==> config.mk <==
export PLATFORM = sky130hd
export DESIGN_NAME = asc_ctrl
export DESIGN_NICKNAME = d
export VERILOG_FILES = /design/src/hdl/asc_pkg.sv /design/src/hdl/asc_tmr_if.sv /design/src/hdl/asc_ctrl.sv /design/src/hdl/asc_timer.sv
export SDC_FILE = /design/constraint.sdc
export NUM_CORES = 1
export LEC_CHECK = 0
export BUFFER_PORTS_ARGS = -buffer_cell sky130_fd_sc_hd__buf_2
export CORE_MARGIN = 2
export CORE_UTILIZATION = 50
export CTS_CLUSTER_DIAMETER = 150
export DETAILED_ROUTE_END_ITERATION = 12
export GPL_ROUTABILITY_DRIVEN = 0
export PLACE_DENSITY = 0.78
export SYNTH_ARGS = -nofsm -noshare
export SYNTH_HDL_FRONTEND = slang
export SYNTH_SLANG_ARGS = --single-unit
export TNS_END_PERCENT = 5
==> constraint.sdc <==
create_clock -name mclk -period 2.92 [get_ports mclk]
set_clock_uncertainty 0.15 [all_clocks]
set_input_delay 0 -clock mclk [delete_from_list [all_inputs] [get_ports mclk]]
set_output_delay 0 -clock mclk [all_outputs]
set_load 0.02 [all_outputs]
==> src/hdl/asc_pkg.sv <==
// Purpose: Shared constants for the static memory access controller.
// Assumes: A 200 MHz controller clock and an 8-bit asynchronous memory.
// Notes:   Cycle counts are derived from the times; waits round up.
package asc_pkg;
	localparam int CLK_PERIOD_NS    = 5;
	localparam int ADDR_W           = 21;
	localparam int DATA_W           = 8;
	localparam int CNT_W            = 4;
	localparam int SYNC_STAGES      = 2;

	// Memory timing in nanoseconds.
	localparam int T_READ_CYCLE_NS  = 45;
	localparam int T_FLOAT_NS       = 18;
	localparam int T_SETUP_NS       = 25;

	localparam int READ_CYC  = (T_READ_CYCLE_NS + CLK_PERIOD_NS - 1)
		/ CLK_PERIOD_NS;
	localparam int FLOAT_CYC = (T_FLOAT_NS + CLK_PERIOD_NS - 1)
		/ CLK_PERIOD_NS;
	localparam int SETUP_CYC = (T_SETUP_NS + CLK_PERIOD_NS - 1)
		/ CLK_PERIOD_NS;

	// Timer load values: a phase lasts load + 1 cycles.
	localparam logic [CNT_W-1:0] LD_READ  =
		CNT_W'(READ_CYC + SYNC_STAGES);
	localparam logic [CNT_W-1:0] LD_FLOAT = CNT_W'(FLOAT_CYC - 1);
	localparam logic [CNT_W-1:0] LD_SETUP = CNT_W'(SETUP_CYC - 1);

	typedef enum logic [6:0] {
		ST_IDLE   = 7'h01,
		ST_RACC   = 7'h02,
		ST_RNEXT  = 7'h04,
		ST_WSET   = 7'h08,
		ST_WFLOAT = 7'h10,
		ST_WDATA  = 7'h20,
		ST_WHOLD  = 7'h40
	} asc_state_t;
endpackage

==> src/hdl/asc_tmr_if.sv <==
// Purpose: Carries load and done between the controller and its timer.
// Assumes: One clock domain.
// Notes:   None.
`timescale 1ns/1ps
interface asc_tmr_if #(parameter int W = 4);
	logic         load;
	logic [W-1:0] value;
	logic         done;
	modport ctl (output load, output value, input done);
	modport tmr (input load, input value, output done);
endinterface

==> src/hdl/asc_ctrl.sv <==
// Purpose: Host controller that drives an asynchronous 8-bit memory.
// Assumes: Requests come from logic on mclk; read data arrive on pins.
// Notes:   Writes run with the output gate high.
//
// Overview of operation
// - Read: strobe high, selected, output gate low.
// - Keep data setup and hold at ending edge.
// - Address valid no later than select rises.
// - Strobe low at least float plus setup.
// - Never drive data while memory drives.
// - Back-to-back reads change only the address.
`timescale 1ns/1ps
module asc_ctrl (
	input  wire logic                        mclk,
	input  wire logic                        rst_n,
	input  wire logic                        req_valid,
	input  wire logic                        req_write,
	input  wire logic [asc_pkg::ADDR_W-1:0]  req_addr,
	input  wire logic [asc_pkg::DATA_W-1:0]  req_wdata,
	output wire logic                        req_ready,
	output wire logic                        rsp_valid,
	output wire logic [asc_pkg::DATA_W-1:0]  rsp_rdata,
	output wire logic                        chip_select_low_n,
	output wire logic                        chip_select_high,
	output wire logic                        write_strobe_n,
	output wire logic                        output_gate_n,
	output wire logic [asc_pkg::ADDR_W-1:0]  mem_addr,
	output wire logic [asc_pkg::DATA_W-1:0]  mem_data_out,
	output wire logic                        mem_data_oe_n,
	input  wire logic [asc_pkg::DATA_W-1:0]  mem_data_in
);
	logic                        rst_meta_q;
	logic                        rst_sync_q;
	asc_pkg::asc_state_t         state_q;
	logic                        ready_q;
	logic                        accept;
	logic                        sel_q;
	logic                        sel_n_q;
	logic                        we_n_q;
	logic                        gate_n_q;
	logic                        doe_n_q;
	logic [asc_pkg::ADDR_W-1:0]  addr_q;
	logic [asc_pkg::DATA_W-1:0]  wdata_q;
	logic [asc_pkg::DATA_W-1:0]  din_meta_q;
	logic [asc_pkg::DATA_W-1:0]  din_sync_q;
	logic                        rsp_valid_q;
	logic [asc_pkg::DATA_W-1:0]  rdata_q;

	asc_tmr_if #(.W(asc_pkg::CNT_W)) tmr ();

	asc_timer #(.W(asc_pkg::CNT_W)) u_timer (
		.mclk  (mclk),
		.rst_n (rst_sync_q),
		.tmr   (tmr.tmr)
	);

	always_ff @(posedge mclk or negedge rst_n) begin
		if (!rst_n) begin
			rst_meta_q <= 1'b0;
			rst_sync_q <= 1'b0;
		end else begin
			rst_meta_q <= 1'b1;
			rst_sync_q <= rst_meta_q;
		end
	end

	// Read data come from pins and are synchronised before use.
	always_ff @(posedge mclk or negedge rst_sync_q) begin
		if (!rst_sync_q) begin
			din_meta_q <= '0;
			din_sync_q <= '0;
		end else begin
			din_meta_q <= mem_data_in;
			din_sync_q <= din_meta_q;
		end
	end

	assign accept = req_valid && ready_q;

	always_comb begin
		tmr.load  = 1'b0;
		tmr.value = '0;
		case (state_q)
			asc_pkg::ST_IDLE, asc_pkg::ST_RNEXT: begin
				if (accept && !req_write) begin
					tmr.load  = 1'b1;
					tmr.value = asc_pkg::LD_READ;
				end
			end
			asc_pkg::ST_WSET: begin
				tmr.load  = 1'b1;
				tmr.value = asc_pkg::LD_FLOAT;
			end
			asc_pkg::ST_WFLOAT: begin
				if (tmr.done) begin
					tmr.load  = 1'b1;
					tmr.value = asc_pkg::LD_SETUP;
				end
			end
			default: begin
				tmr.load  = 1'b0;
			end
		endcase
	end

	always_ff @(posedge mclk or negedge rst_sync_q) begin
		if (!rst_sync_q) begin
			state_q <= asc_pkg::ST_IDLE;
		end else begin
			case (state_q)
				asc_pkg::ST_IDLE, asc_pkg::ST_RNEXT: begin
					if (accept) begin
						state_q <= req_write ? asc_pkg::ST_WSET
							: asc_pkg::ST_RACC;
					end else begin
						state_q <= asc_pkg::ST_IDLE;
					end
				end
				asc_pkg::ST_RACC: begin
					if (tmr.done) begin
						state_q <= asc_pkg::ST_RNEXT;
					end
				end
				asc_pkg::ST_WSET: begin
					state_q <= asc_pkg::ST_WFLOAT;
				end
				asc_pkg::ST_WFLOAT: begin
					if (tmr.done) begin
						state_q <= asc_pkg::ST_WDATA;
					end
				end
				asc_pkg::ST_WDATA: begin
					if (tmr.done) begin
						state_q <= asc_pkg::ST_WHOLD;
					end
				end
				default: begin
					state_q <= asc_pkg::ST_IDLE;
				end
			endcase
		end
	end

	always_ff @(posedge mclk or negedge rst_sync_q) begin
		if (!rst_sync_q) begin
			ready_q <= 1'b1;
		end else if (accept) begin
			ready_q <= 1'b0;
		end else if ((state_q == asc_pkg::ST_RACC && tmr.done) ||
			state_q == asc_pkg::ST_WHOLD) begin
			ready_q <= 1'b1;
		end
	end

	// Address and select change together on a new access.
	always_ff @(posedge mclk or negedge rst_sync_q) begin
		if (!rst_sync_q) begin
			sel_q   <= 1'b0;
			sel_n_q <= 1'b1;
			addr_q  <= '0;
			wdata_q <= '0;
		end else if (accept) begin
			sel_q   <= 1'b1;
			sel_n_q <= 1'b0;
			addr_q  <= req_addr;
			wdata_q <= req_wdata;
		end else if (state_q == asc_pkg::ST_RNEXT ||
			state_q == asc_pkg::ST_WHOLD) begin
			sel_q   <= 1'b0;
			sel_n_q <= 1'b1;
		end
	end

	always_ff @(posedge mclk or negedge rst_sync_q) begin
		if (!rst_sync_q) begin
			gate_n_q <= 1'b1;
		end else if (accept) begin
			gate_n_q <= req_write;
		end else if (state_q == asc_pkg::ST_RNEXT) begin
			gate_n_q <= 1'b1;
		end
	end

	// Strobe falls after address setup and rises to end the write.
	always_ff @(posedge mclk or negedge rst_sync_q) begin
		if (!rst_sync_q) begin
			we_n_q <= 1'b1;
		end else if (state_q == asc_pkg::ST_WSET) begin
			we_n_q <= 1'b0;
		end else if (state_q == asc_pkg::ST_WDATA && tmr.done) begin
			we_n_q <= 1'b1;
		end
	end

	// Data are driven only after the memory has floated its pins.
	always_ff @(posedge mclk or negedge rst_sync_q) begin
		if (!rst_sync_q) begin
			doe_n_q <= 1'b1;
		end else if (state_q == asc_pkg::ST_WFLOAT && tmr.done) begin
			doe_n_q <= 1'b0;
		end else if (state_q == asc_pkg::ST_WHOLD) begin
			doe_n_q <= 1'b1;
		end
	end

	always_ff @(posedge mclk or negedge rst_sync_q) begin
		if (!rst_sync_q) begin
			rsp_valid_q <= 1'b0;
			rdata_q     <= '0;
		end else begin
			rsp_valid_q <= state_q == asc_pkg::ST_RACC && tmr.done;
			if (state_q == asc_pkg::ST_RACC && tmr.done) begin
				rdata_q <= din_sync_q;
			end
		end
	end

	assign req_ready         = ready_q;
	assign rsp_valid         = rsp_valid_q;
	assign rsp_rdata         = rdata_q;
	assign chip_select_low_n = sel_n_q;
	assign chip_select_high  = sel_q;
	assign write_strobe_n    = we_n_q;
	assign output_gate_n     = gate_n_q;
	assign mem_addr          = addr_q;
	assign mem_data_out      = wdata_q;
	assign mem_data_oe_n     = doe_n_q;

	a_read_strobe_high: assert property (
		@(posedge mclk) disable iff (!rst_sync_q)
		!gate_n_q |-> we_n_q && sel_q)
		else $error("output gate low without a clean read");
	a_write_selected: assert property (
		@(posedge mclk) disable iff (!rst_sync_q)
		!we_n_q |-> sel_q && !chip_select_low_n && chip_select_high)
		else $error("write strobe low while deselected");
	a_drive_gate_high: assert property (
		@(posedge mclk) disable iff (!rst_sync_q)
		!doe_n_q |-> gate_n_q && sel_q)
		else $error("data driven while the memory may drive");
	a_float_wait: assert property (
		@(posedge mclk) disable iff (!rst_sync_q)
		$fell(we_n_q) |-> doe_n_q [*4] ##1 !doe_n_q)
		else $error("data driven before the float delay");
	a_strobe_width: assert property (
		@(posedge mclk) disable iff (!rst_sync_q)
		$fell(we_n_q) |-> ##1 !we_n_q [*8] ##1 we_n_q)
		else $error("write strobe low time wrong");
	a_data_setup_hold: assert property (
		@(posedge mclk) disable iff (!rst_sync_q)
		$rose(we_n_q) |-> !doe_n_q && sel_q && !$past(doe_n_q, 5)
			&& $stable(wdata_q) ##1 doe_n_q && !sel_q)
		else $error("write data setup or hold broken");
	a_addr_stable_read: assert property (
		@(posedge mclk) disable iff (!rst_sync_q)
		state_q == asc_pkg::ST_RACC && $past(sel_q) |->
			$stable(addr_q) || $past(state_q) == asc_pkg::ST_RNEXT)
		else $error("address moved during a selected read");
	a_read_latency: assert property (
		@(posedge mclk) disable iff (!rst_sync_q)
		accept && !req_write |-> ##13 rsp_valid_q)
		else $error("read answer missing twelve edges after taking");
endmodule // asc_ctrl

==> src/hdl/asc_timer.sv <==
// Purpose: Down counter that times the read access, float and data setup phases of a memory access.
// Assumes: Load and done are on the controller clock.
// Notes:   Done is high while the count stands at zero.
`timescale 1ns/1ps
module asc_timer #(
	parameter int W = 4
) (
	input  wire logic mclk,
	input  wire logic rst_n,
	asc_tmr_if.tmr    tmr
);
	logic [W-1:0] cnt_q;

	always_ff @(posedge mclk or negedge rst_n) begin
		if (!rst_n) begin
			cnt_q <= '0;
		end else if (tmr.load) begin
			cnt_q <= tmr.value;
		end else if (cnt_q != '0) begin
			cnt_q <= cnt_q - W'(1);
		end
	end

	assign tmr.done = (cnt_q == '0);

	a_timer_counts: assert property (@(posedge mclk) disable iff (!rst_n)
		tmr.load && tmr.value == W'(3) ##1 !tmr.load [*3]
		|=> tmr.done)
		else $error("timer did not reach zero after its load");
endmodule // asc_timer

==> results_dict.tcl <==
set metrics [dict create \
    core_um2 5410 \
    worstSetupPathType "reg -> reg" \
    post-route-min-period_ps 1980 \
    placed_area_um2 3270 \
    syn2layout_area_growth_pct 41.2 \
    fp-row-count 27 \
    rr_worst_depth 6 \
    drtAntennaViolNets 0 \
    critPathRequiredTime_ps 3000 \
    synth_top_area_share_pct 60.7 \
    netlist_area_um2 2760 \
    arrival_ps 2060 \
    root_buffer "clkbuf_8" \
    pre_cts_slack_ps 936 \
    grt_pass1_vias 2160 \
    worstReg2RegEnd "rsp_rdata[7]$_DFFE_PN0P_" \
    ctsLongestPathBuffers 2 \
    ctsResizeCount 0 \
    wl_per_cell_um 15.2 \
    hold_buffers 42 \
    setup_viol 0 \
    tns_ps 0 \
    grt_max_degree 43 \
    dpl.hpwl_um 3710 \
    drtPass1Iterations 4 \
    antenna_found_initial 0 \
    die_y_um 78.3 \
    drtIter0Drc 106 \
    ys_top_cells_by_area "dfrtp_1 (61%), mux2_2 (15%), dfstp_2 (5.7%), nor2_1 (1.6%), nand2_1 (1.2%)" \
    grt-ovfl-total 0 \
    yosysWarnings 0 \
    synth_seq_area_share_pct 66.4 \
    cts.sinks 73 \
    drv_slew 0 \
    numPortBuffers 84 \
    power_leakage_nw 1.87 \
    num-nets-final 369 \
    yosysUniqueCellTypes 39 \
    vias_per_cell 4.98 \
    syn_inst 192 \
    ys_seq_elements 73 \
    drive_gt1_share_pct 46.5 \
    crit_path_end_kind "flip-flop" \
    synth_edf_count 0 \
    syn_area_per_cell_um2 14.4 \
    grt_pass1_wl_um 10300 \
    wl_um 6110 \
    syn-num-nets 235 \
    fin_crit_sh_pct 67.8 \
    cap_violations 0 \
    boundaryPins 85 \
    hold_class "reg -> async" \
    design_area_um2 3900 \
    fin_ws_ps 940 \
    start_util_pct 51.1 \
    slew_headroom_pct 54.2 \
    clkLatencyLatePin_ps 350 \
    ir_worst_vdd_mv 0.622 \
    async_flop_share_pct 100 \
    start_kind "flip-flop" \
    final_common_cell "buf_2" \
    die_w_um 78.3 \
    grt_usage_pct 22.0 \
    whs_ps 140 \
    ys.flop_type "dfrtp_1" \
    worstMarginPinSlew_ps 681 \
    num_vias 2005 \
    outcome "complete, no violations" \
    drcViolationCount 0 \
    rsz0062_at_grt "false" \
    rr_startpoint "u_timer.cnt_q[0]$_DFFE_PN0P_" \
    cts_made_buffers 9 \
    htreeDepth 3 \
    rrSetupSlack_ps 940 \
    hold_viol_final 0 \
    fmax_ghz 0.505 \
    path_clk_slew_ps 80 \
    cts_setup_buffers 0 \
    antenna_cells 0 \
    crit_start "u_timer.cnt_q[0]$_DFFE_PN0P_" \
    critPathCapture "rsp_rdata[7]$_DFFE_PN0P_" \
    worst-path-max-fanout 9 \
    tritoncts "built" \
    final_cell_mix "buf_2 (84), dfrtp_1 (66), dlygate4sd3_1 (42)" \
    synth_top_area_cell "dfrtp_1" \
    fillers 367 \
    fp.dieArea_um2 6140 \
    p_per_area_nw_per_um2 770 \
]
area by class of cell:
cell class	count	area (µm²)	share of cell area [%]
clock buffer	13	159	4.07
tap	72	90.1	2.31
timing repair buffer	130	871	22.3
inverter	4	15.0	0.385
clock inverter	3	47.5	1.22
multi-input combinational	108	882	22.6
sequential	73	1840	47.1
worst min path at each step:
stage,from,to,slack [ps]
floorplan,rst_n,rst_meta_q$_DFF_PN0_,-450
global placement,rst_n,rst_meta_q$_DFF_PN0_,-360
detailed placement,rst_n,rst_meta_q$_DFF_PN0_,-360
CTS,rst_sync_q$_DFF_PN0_,mem_addr[19]$_DFFE_PN0N_,140
global route,mem_data_in[0],din_meta_q[0]$_DFF_PN0_,150
finish,rst_sync_q$_DFF_PN0_,mem_data_out[4]$_DFFE_PN0N_,140
flip-flops by register name, summed over array words and instances (netlist names), 4 cells and up:
signal,count
u_timer.cnt_q,4
din_sync_q,8
din_meta_q,8
mem_data_out,8
state_q,7
rsp_rdata,8
mem_addr,21
synthesized netlist by cell type, types with 2 or more instances:
library cell,count
and2_1,2
o21ai_0,5
a31oi_1,2
or3b_1,2
ha_1,2
a21oi_1,4
dfrtp_1,67
nor2_1,12
xnor2_1,2
clkbuf_1,5
mux2_2,38
nand3_1,2
nor3_1,5
xor2_1,3
nand2_1,9
inv_1,4
dfstp_2,6
logic make-up (layout without fill, tap and decap cells):
group,Yosys count,count (layout),share of synthesized area [%]
multiplexers,38,38,15.5
flip-flops,73,73,66.4
other,1,1,0.136
XOR/XNOR,5,5,1.59
buffers and inverters,11,150,1.68
AO/OA/AOI/OAI,19,19,4.67
adder cells (fa/ha/maj),2,2,0.906
AND/OR/NAND/NOR,43,43,9.15
power breakdown:
group	total [mW]	internal, mW	switching, mW
registers	1.35	1.23	0.123
clock network	0.811	0.447	0.364
logic	0.838	0.375	0.464
total	3.00	2.05	0.950
worst max-delay path, cell delays in order (launching register included):
cell and delay (ps):
dfrtp_1 380, inv_1 110, ha_1 190, nor3b_2 170
buf_4 180, nand4_2 300, mux2_2 390
stage by stage:
stage                     total power [mW]  utilization [%]  cells
after global placement                2.12             60.6    345
after global routing                  3.16             72.2    403
final                                 3.00             72.2    403
after floorplan                       1.87                -    192
after CTS                             3.01             72.2    403
after detailed placement              2.15             60.6    345
metal layers:
| layer | GRT usage [%] | vias to the layer above | share of wire, % | wire length [µm] |
|---|---|---|---|---|
| met5 | 0 | - | 0 | 0 |
| met4 | 8.95 | 0 | 1.8 | 109 |
| met3 | 6.21 | 11 | 6.2 | 380 |
| met2 | 36.8 | 70 | 50 | 3040 |
| met1 | 27.0 | 989 | 42 | 2580 |
| li1 | - | 935 | - | - |
(Power assumes the default switching activity.)
